<file path="src/wdrc_pkg.sv">
/*
  Shared constants, state encodings and timing counts for the watchdog and reset-pin controller.
  Assumes a single 20 MHz system clock; all times but the power-up window limits are turned into cycle counts here.
*/
package wdrc_pkg;

  ////////////////////////////////////////////////////////////////////////////
  // clock and times
  localparam int CLK_HZ        = 20_000_000;
  localparam int CLK_PER_US    = CLK_HZ / 1_000_000;
  localparam int POR_MIN_US    = 25;
  localparam int POR_MAX_US    = 75;
  localparam int POR_DRIVE_US  = 50;  // middle of the allowed window, margin both ways
  localparam int POR_CYC       = POR_DRIVE_US * CLK_PER_US;
  localparam int FAULT_PULSE_NS = 20_000;
  localparam int FAULT_CYC     = (FAULT_PULSE_NS * CLK_PER_US) / 1000;
  localparam int RST_PULSE_CYC = 15;
  localparam int RST_ACCEPT_CYC = 3;
  localparam int WAKE_LOW_CYC  = 15;
  localparam int GUARD_CYC     = 4;  // covers synchroniser delay of our own pin drive

  ////////////////////////////////////////////////////////////////////////////
  // widths and power modes
  localparam int PCNT_W = 11;
  localparam int FCNT_W = 9;
  localparam int TMR_W  = 23;
  localparam logic [1:0] PWR_RUN  = 2'h0;
  localparam logic [1:0] PWR_IDLE = 2'h1;

  typedef enum logic [4:0] {
    ST_POWERUP  = 5'h01,
    ST_PORDRIVE = 5'h02,
    ST_GUARD    = 5'h04,
    ST_RUN      = 5'h08,
    ST_RSTDRIVE = 5'h10
  } wdrc_state_t;

endpackage

</file>
<file path="src/wdrc_sync.sv">
/*
  Three-stage synchroniser for pin inputs with agreement filter.
  Assumes inputs are asynchronous to clk; output changes once stages two and three agree.
*/
module wdrc_sync #(
  parameter int          WIDTH = 3,
  parameter logic [31:0] INIT  = 32'hFFFF_FFFF
) (
  input  wire logic             clk,
  input  wire logic             resetn,
  input  wire logic [WIDTH-1:0] pinIn,
  output logic      [WIDTH-1:0] pinOut
);

  logic [WIDTH-1:0] stage1_r;
  logic [WIDTH-1:0] stage2_r;
  logic [WIDTH-1:0] stage3_r;
  logic [WIDTH-1:0] stable_r;

  ////////////////////////////////////////////////////////////////////////////
  // stage1 is read only by stage2, never by the filter
  always_ff @(posedge clk) begin
    if (!resetn) begin
      stage1_r <= INIT[WIDTH-1:0];
      stage2_r <= INIT[WIDTH-1:0];
      stage3_r <= INIT[WIDTH-1:0];
      stable_r <= INIT[WIDTH-1:0];
    end else begin
      stage1_r <= pinIn;
      stage2_r <= stage1_r;
      stage3_r <= stage2_r;
      for (int i = 0; i < WIDTH; i++) begin
        if (stage2_r[i] == stage3_r[i]) begin
          stable_r[i] <= stage3_r[i];
        end
      end
    end
  end

  assign pinOut = stable_r;

endmodule

</file>
<file path="src/wdrc_top.sv">
/*
  Runaway timer with fault output and bidirectional reset-pin control.
  Assumes software commands arrive as one-cycle pulses from logic on ref_clk, and that the
  pins (reset, interrupt, supply detector) are asynchronous and synchronised here.
*/
module wdrc_top
  import wdrc_pkg::*;
#(
  parameter int PERIOD_EXP_BASE = 16, // exponent of the shortest period
  parameter int PERIOD_EXP_STEP = 2   // exponent added per select step
) (
  input  wire logic       ref_clk,
  input  wire logic       resetn,
  input  wire logic       cmdEnable,
  input  wire logic       cmdDisable,
  input  wire logic       cmdClear,
  input  wire logic [1:0] watchdogModeReg,
  input  wire logic [1:0] powerMode,
  input  wire logic       resetOutOnBoot,
  input  wire logic       faultToResetPin,
  input  wire logic       supplyOkPin,
  input  wire logic       resetPinIn,
  input  wire logic       intPinIn,
  output logic            resetPinOut,
  output logic            resetPinOe,
  output logic            watchdogFaultPinOut,
  output logic            watchdogFaultPinOe,
  output logic            resetAccepted,
  output logic            stopWake,
  output logic            timerEnabled
);

  typedef struct packed {
    wdrc_state_t       state;
    logic [PCNT_W-1:0] pulseCnt;
    logic [1:0]        lowCnt;
    logic              lowSeen;
    logic              pinOe;
    logic              accepted;
    logic              wdEn;
    logic [TMR_W-1:0]  runawayTimer;
    logic              faultLow;
    logic [FCNT_W-1:0] faultCnt;
    logic [3:0]        intCnt;
    logic              wake;
  } wdrc_regs_t;

  wdrc_regs_t st_r;
  wdrc_regs_t st_nxt;
  logic [2:0] syncOut;
  logic       rstPinS;
  logic       supplyS;
  logic       intPinS;
  logic       counting;
  logic       timeoutNow;

  // period limit decode, shared by the timer and its check
  function automatic logic [TMR_W-1:0] periodLimit(input logic [1:0] sel);
    int e;
    e           = PERIOD_EXP_BASE + PERIOD_EXP_STEP * int'(sel);
    periodLimit = TMR_W'((64'h1 << e) - 64'h1);
  endfunction

  ////////////////////////////////////////////////////////////////////////////
  // pin synchronisers: reset pin, supply detector, interrupt line
  wdrc_sync #(
    .WIDTH (3),
    .INIT  (32'h0000_0005)
  ) u_sync (
    .clk    (ref_clk),
    .resetn (resetn),
    .pinIn  ({intPinIn, supplyOkPin, resetPinIn}),
    .pinOut (syncOut)
  );
  assign rstPinS = syncOut[0];
  assign supplyS = syncOut[1];
  assign intPinS = syncOut[2];

  // timer counts only in run or idle; other power-down modes freeze it
  assign counting = st_r.wdEn && !st_r.faultLow && (powerMode == PWR_RUN || powerMode == PWR_IDLE);
  // at or past the limit: a period shortened under a running count must not wrap the timer
  assign timeoutNow = counting && (st_r.runawayTimer >= periodLimit(watchdogModeReg));

  ////////////////////////////////////////////////////////////////////////////
  // next-state logic
  always_comb begin
    st_nxt          = st_r;
    st_nxt.accepted = 1'b0;
    st_nxt.wake     = 1'b0;

    // reset pin sequencing
    case (st_r.state)
      ST_POWERUP: begin
        st_nxt.pinOe = 1'b0;
        if (supplyS) begin
          st_nxt.state    = ST_PORDRIVE;
          st_nxt.pinOe    = 1'b1;
          st_nxt.pulseCnt = '0;
        end
      end
      ST_PORDRIVE: begin
        st_nxt.pulseCnt = st_r.pulseCnt + PCNT_W'(1);
        if (st_r.pulseCnt == PCNT_W'(POR_CYC - 1)) begin
          st_nxt.pinOe    = 1'b0;
          st_nxt.state    = ST_GUARD;
          st_nxt.pulseCnt = '0;
        end
      end
      ST_GUARD: begin
        // own drive is still echoing through the synchroniser
        st_nxt.pulseCnt = st_r.pulseCnt + PCNT_W'(1);
        st_nxt.lowCnt   = '0;
        st_nxt.lowSeen  = 1'b0;
        if (st_r.pulseCnt == PCNT_W'(GUARD_CYC - 1)) begin
          st_nxt.state = ST_RUN;
        end
      end
      ST_RUN: begin
        if (rstPinS) begin
          st_nxt.lowCnt  = '0;
          st_nxt.lowSeen = 1'b0;
        end else if (!st_r.lowSeen) begin
          st_nxt.lowCnt = st_r.lowCnt + 2'h1;
          if (st_r.lowCnt == 2'(RST_ACCEPT_CYC - 1)) begin
            st_nxt.accepted = 1'b1;
            st_nxt.lowSeen  = 1'b1;
            if (resetOutOnBoot) begin
              st_nxt.state    = ST_RSTDRIVE;
              st_nxt.pinOe    = 1'b1;
              st_nxt.pulseCnt = '0;
            end
          end
        end
      end
      ST_RSTDRIVE: begin
        st_nxt.pulseCnt = st_r.pulseCnt + PCNT_W'(1);
        if (st_r.pulseCnt == PCNT_W'(RST_PULSE_CYC - 1)) begin
          st_nxt.pinOe    = 1'b0;
          st_nxt.state    = ST_GUARD;
          st_nxt.pulseCnt = '0;
        end
      end
      default: begin
        st_nxt.state = ST_POWERUP;
        st_nxt.pinOe = 1'b0;
      end
    endcase

    // runaway timer; an accepted reset restarts it enabled unless cmdDisable arrives in the same cycle
    if (cmdEnable) begin
      st_nxt.wdEn = 1'b1;
    end
    if (cmdDisable) begin
      st_nxt.wdEn         = 1'b0;
      st_nxt.faultLow     = 1'b0;
      st_nxt.runawayTimer = '0;
    end else if (cmdClear || st_nxt.accepted) begin
      // a timeout landing with the clear still raises the fault: set wins
      st_nxt.runawayTimer = '0;
      st_nxt.faultLow     = timeoutNow && !st_nxt.accepted;
      st_nxt.faultCnt     = '0;
      if (st_nxt.accepted) begin
        st_nxt.wdEn = 1'b1;
      end
    end else if (st_r.faultLow) begin
      // elsewhere-wired output just holds; reset-wired one times out
      if (faultToResetPin) begin
        st_nxt.faultCnt = st_r.faultCnt + FCNT_W'(1);
        if (st_r.faultCnt == FCNT_W'(FAULT_CYC - 1)) begin
          st_nxt.faultLow     = 1'b0;
          st_nxt.runawayTimer = '0;
        end
      end
    end else if (counting) begin
      if (timeoutNow) begin
        st_nxt.faultLow = 1'b1;
        st_nxt.faultCnt = '0;
      end else begin
        st_nxt.runawayTimer = st_r.runawayTimer + TMR_W'(1);
      end
    end

    // wake from stop: interrupt line low for the full count
    if (intPinS || powerMode == PWR_RUN || powerMode == PWR_IDLE) begin
      st_nxt.intCnt = '0;
    end else if (st_r.intCnt != 4'(WAKE_LOW_CYC)) begin
      st_nxt.intCnt = st_r.intCnt + 4'h1;
      if (st_r.intCnt == 4'(WAKE_LOW_CYC - 1)) begin
        st_nxt.wake = 1'b1;
      end
    end
  end

  ////////////////////////////////////////////////////////////////////////////
  // state register; timer enabled straight out of reset
  always_ff @(posedge ref_clk) begin
    if (!resetn) begin
      st_r       <= '0;
      st_r.state <= ST_POWERUP;
      st_r.wdEn  <= 1'b1;
    end else begin
      st_r <= st_nxt;
    end
  end

  // open-drain pins only ever drive low
  assign resetPinOut         = 1'b0;
  assign resetPinOe          = st_r.pinOe;
  assign watchdogFaultPinOut = 1'b0;
  assign watchdogFaultPinOe  = st_r.faultLow;
  assign resetAccepted       = st_r.accepted;
  assign stopWake            = st_r.wake;
  assign timerEnabled        = st_r.wdEn;

  ////////////////////////////////////////////////////////////////////////////
  // checks
  localparam int A_POR_HI   = POR_CYC;
  localparam int A_FAULT_HI = FAULT_CYC;

  a_por_enabled: assert property (@(posedge ref_clk) !resetn ##1 resetn |-> timerEnabled)
    else $error("timer not enabled after reset");
  a_halt_powerdown: assert property (@(posedge ref_clk) disable iff (!resetn)
    (powerMode[1] && !cmdClear && !cmdDisable && !st_nxt.accepted) |=> $stable(st_r.runawayTimer))
    else $error("timer moved in power-down");
  a_fault_timeout: assert property (@(posedge ref_clk) disable iff (!resetn)
    (counting && st_r.runawayTimer == periodLimit(watchdogModeReg) && !cmdDisable
     && !st_nxt.accepted) |=> watchdogFaultPinOe)
    else $error("fault not raised at period end");
  a_reset_accept: assert property (@(posedge ref_clk) disable iff (!resetn)
    $rose(resetAccepted) |-> $past(st_r.state == ST_RUN) && !$past(rstPinS, 1) && !$past(rstPinS, 2)
    && !$past(rstPinS, 3))
    else $error("reset accepted before three low cycles");
  a_por_drive: assert property (@(posedge ref_clk) disable iff (!resetn)
    ($rose(resetPinOe) && st_r.state == ST_PORDRIVE) |-> resetPinOe[*8] ##[1:A_POR_HI] !resetPinOe)
    else $error("power-up drive length wrong");
  a_rst_pulse: assert property (@(posedge ref_clk) disable iff (!resetn)
    ($rose(resetPinOe) && st_r.state == ST_RSTDRIVE) |-> ##15 !resetPinOe)
    else $error("reset pulse not 15 cycles");
  a_fault_pulse: assert property (@(posedge ref_clk) disable iff (!resetn)
    ($rose(watchdogFaultPinOe) && faultToResetPin) |-> ##[1:A_FAULT_HI] !watchdogFaultPinOe)
    else $error("fault pulse too long");
  a_fault_hold: assert property (@(posedge ref_clk) disable iff (!resetn)
    (watchdogFaultPinOe && !faultToResetPin && !cmdClear && !cmdDisable && !st_nxt.accepted)
    |=> watchdogFaultPinOe)
    else $error("held fault released without clear");
  a_clear_release: assert property (@(posedge ref_clk) disable iff (!resetn)
    (cmdClear && !cmdDisable) |=> (watchdogFaultPinOe == $past(timeoutNow && !st_nxt.accepted))
    && st_r.runawayTimer == '0)
    else $error("clear did not restart timer");

endmodule
</file>
<file path="config.mk">
export PLATFORM = sky130hd
export DESIGN_NAME = wdrc_top
export DESIGN_NICKNAME = d
export VERILOG_FILES = /design/src/wdrc_pkg.sv /design/src/wdrc_sync.sv /design/src/wdrc_top.sv
export SDC_FILE = /design/constraint.sdc
export NUM_CORES = 1
export LEC_CHECK = 0
export ABC_AREA = 1
export BUFFER_PORTS_ARGS = -buffer_cell sky130_fd_sc_hd__clkbuf_2
export CAP_MARGIN = 15
export CELL_PAD_IN_SITES_DETAIL_PLACEMENT = 1
export CELL_PAD_IN_SITES_GLOBAL_PLACEMENT = 1
export CORE_ASPECT_RATIO = 1.4
export CORE_UTILIZATION = 48
export CTS_CLUSTER_DIAMETER = 40
export DETAILED_ROUTE_END_ITERATION = 8
export PLACE_DENSITY = 0.91
export SLEW_MARGIN = 15
export SYNTH_ARGS = -nofsm -noshare
export SYNTH_HDL_FRONTEND = slang
export SYNTH_SLANG_ARGS = --single-unit
</file>
<file path="constraint.sdc">
create_clock -name ref_clk -period 3.2 [get_ports ref_clk]
set_input_delay 0.48 -clock ref_clk [delete_from_list [all_inputs] [get_ports ref_clk]]
set_output_delay 0.48 -clock ref_clk [all_outputs]
set_load 0.05 [all_outputs]
</file>
==> run summary <==
Outcome -> completed
Via/cell ratio -> 5.73
Initial antenna violation count -> 0
Core area -> 8980 µm²
Synthesis-to-layout area growth -> 10.9%
Fraction of registers with async set/reset -> 0
Critical path endpoint category -> flip-flop
FF+latch count, synth -> 72
Logic pwr share -> 0.072
Vias -> 4603
Worst reg2reg path depth -> 12
Worst min-delay path category -> in2reg
All-Layer GR Usage -> 0.281
Endpoints failing setup -> 0
Post-synth top flop -> dfxtp_1
Post-synth EDFFs -> 0
Worst-Skew Late Latency -> 350 ps
Clock share of power -> 0.519
TritonRoute pass-1 iters -> 4
Fmax achieved -> 420 MHz
Die height -> 116 µm
Largest net degree at the start of global routing -> 25
First-pass GRT wire length -> 21.7 mm
Met2 wire length -> 7.12 mm
Yosys warning count -> 0
P_sw -> 534 µW
Synth unique cells -> 46
Post_cts resized -> 0
DIE AREA -> 9650 µm²
Reg-to-reg critical path startpoint -> st_r[16]
Max_cap viols -> 0
Initial core utilization -> 0.495
Met3 wire len -> 264 µm
Hold path depth -> 3
# port buffers -> 17
Cell count after synthesis -> 678
CTS Buf Count -> 9
FP Rows -> 41
Layout cells sized above 1 -> 0.106
DP Cell Count -> 788
Part of the power in registers -> 0.409
Internal Power -> 1740 µW
Drt wl/cell -> 15.9 µm
Residual DRC -> 0
Buffer depth of the longest clock path -> 2
CP startpoint -> st_r[16]
Die extent in x -> 83.3 µm
Max H-tree Level -> 3
ANT nets after route -> 0
Fin cells -> 803
CP Launch Type -> flip-flop
Routed WL -> 12.8 mm
Sw Share -> 0.235
Skew final -> 6.30 ps
Post-Syn Area per Cell -> 6.55 µm²
Routability cong. -> 0.850
Final min period -> 2380 ps
RSZ-0062 raised after global routing -> no
CTS Hold Bufs -> 0
Leak -> 0.00198 µW
Highest metal used -> met4
Critical path arrival -> 2620 ps
CP Max Fanout -> 23
Max Slew Vio Count -> 0
Post-CTS Setup Bufs -> 0
Slew HR -> 0.547
Worst EP required -> 3440 ps
CTS tree -> built
Setup CP Type -> reg2reg
Peak supply drop -> 0.000382 V
I/O pin count -> 21
Placed wire-length estimate -> 8.83 mm
Clock-pin slew on the worst setup and hold paths -> 60 ps
Pwr Density -> 462 nW/µm²
Clk sink count -> 72
Root Buffer -> clkbuf_16
Inserted Diodes -> 0
Final period utilization -> 0.745
Fin nets -> 719
Seq/Total Area, Yosys -> 0.325
Hold Startpoint -> supplyOkPin
Met1 WL -> 5.02 mm
Final hold vios -> 0
Post-Syn Area -> 4440 µm²
Initial DRC count -> 278
Worst-Margin Slew -> 676 ps
Vias in the first global route -> 4797
Setup tns final -> 0 ps
Final global-route overflow total -> 0
-- sequential cells by signal, summed over array words and instances, names as in the netlist --
register / flops
st_r: 55
u_sync.pinOut: 3
u_sync.stage1_r: 3
u_sync.stage2_r: 3
u_sync.stage3_r: 3
resetAccepted: 1
resetPinOe: 1
stopWake: 1
timerEnabled: 1
watchdogFaultPinOe: 1
-- worst max-delay path: stages, from the launching register on --
cell     delay [ps]
dfxtp_1         380
ha_1            290
nand2_2         120
nor2_4          150
nand3_1         120
nor2_1          210
a21oi_1         110
nand3_2         100
nand2_4         200
nand3_4         320
nand2_1         140
inv_1            80
nor2_1           40
-- cell usage after synthesis, types with 2 or more instances --
master      n  area, µm²
ha_1       13        163
nor4_1      3       18.8
nand3_1    68        340
nor3b_1     2       15.0
a41oi_1     2       17.5
o31ai_1     2       15.0
nand4_1    37        231
o211ai_1    3       22.5
inv_1      96        360
o21ai_0    24        120
nand3_4     2       35.0
xor2_1      5       43.8
buf_4       4       30.0
nand2_4     2       22.5
nand2_1   156        586
a21oi_2     8       70.1
buf_2       6       30.0
clkbuf_1    7       26.3
a21oi_1    30        150
a31o_2      2       17.5
a211oi_1    3       22.5
nor3_1     10       50.1
dfxtp_1    72       1440
nand3_2     3       30.0
conb_1      2       7.51
or2_2      11       68.8
nor2_4      3       33.8
nor2_1     83        312
clkinv_1    2       7.51
-- logic make-up (layout without fill, tap and decap cells) --
| family | after synthesis | count (layout) | synth area share |
|---|---|---|---|
| adders and majority gates | 13 | 13 | 0.0366 |
| other | 2 | 3 | 0.00169 |
| buffers and inverters | 119 | 136 | 0.111 |
| xor gates and xnor gates | 5 | 5 | 0.00986 |
| DFF | 72 | 72 | 0.325 |
| and+or+nand+nor | 386 | 386 | 0.404 |
| AOI/OAI and AO/OA | 81 | 81 | 0.112 |
-- cell type report --
| class | count | area (µm²) |
|---|---|---|
| fill | 1206 | 4050 |
| multi-input combinational | 488 | 2510 |
| sequential | 72 | 1440 |
| inverter | 98 | 368 |
| clock buffer | 10 | 239 |
| tap | 107 | 134 |
| timing repair buffer | 23 | 130 |
| clock inverter | 5 | 105 |
-- worst paths after layout --
path	end	slack, ps
setup / recovery	st_r[20]	820
hold / removal	u_sync.stage1_r[1]	310
setup reg to reg	st_r[20]	820
hold reg to reg	u_sync.stage2_r[1]	420
-- per-stage QoR --
| stage | util | area (µm²) | power [µW] | hold WS, ps | setup slack, ps |
|---|---|---|---|---|---|
| 2_1_floorplan | - | 4450 | 1070 | 390 | 1260 |
| 3_3_place_gp | 0.511 | 4580 | 1100 | 397 | 782 |
| 3_5_place_dp | 0.511 | 4580 | 1110 | 407 | 663 |
| 4_1_cts | 0.549 | 4930 | 2300 | 310 | 803 |
| 5_1_grt | 0.549 | 4930 | 2350 | 327 | 603 |
| 6_report | 0.549 | 4930 | 2280 | 313 | 817 |
-- power by group through the flow --
| stage | Combinational, µW | Clock (µW) | Sequential, µW |
|---|---|---|---|
| after floorplan | 123 | 0 | 948 |
| after global placement | 152 | 0 | 950 |
| after detailed placement | 161 | 0 | 951 |
| after CTS | 165 | 1200 | 932 |
| after global routing | 185 | 1230 | 934 |
| final | 164 | 1180 | 932 |
-- routing by layer --
| layer | track usage | vias to the layer above |
|---|---|---|
| met1 | 0.288 | 2263 |
| met3 | 0.0491 | 30 |
| met4 | 0.143 | 0 |
| met5 | 0 | - |
| met2 | 0.548 | 64 |
| li1 | - | 2246 |
-- cells in the final DEF, fill, tap and decap left out, types with 3 or more instances in the layout --
cell type	n
or2_2	11
conb_1	3
o211ai_1	3
nand2_1	156
dfxtp_1	72
nand4_1	37
clkbuf_16	9
clkbuf_2	17
a21oi_1	30
nand3_1	68
bufinv_16	3
nor2_1	83
nand3_2	3
nor4_1	3
nor3_1	10
xor2_1	5
inv_1	96
ha_1	13
a211oi_1	3
a21oi_2	8
nor2_4	3
o21ai_0	24
buf_4	6
No activity file was read; power rests on OpenSTA's default activity.
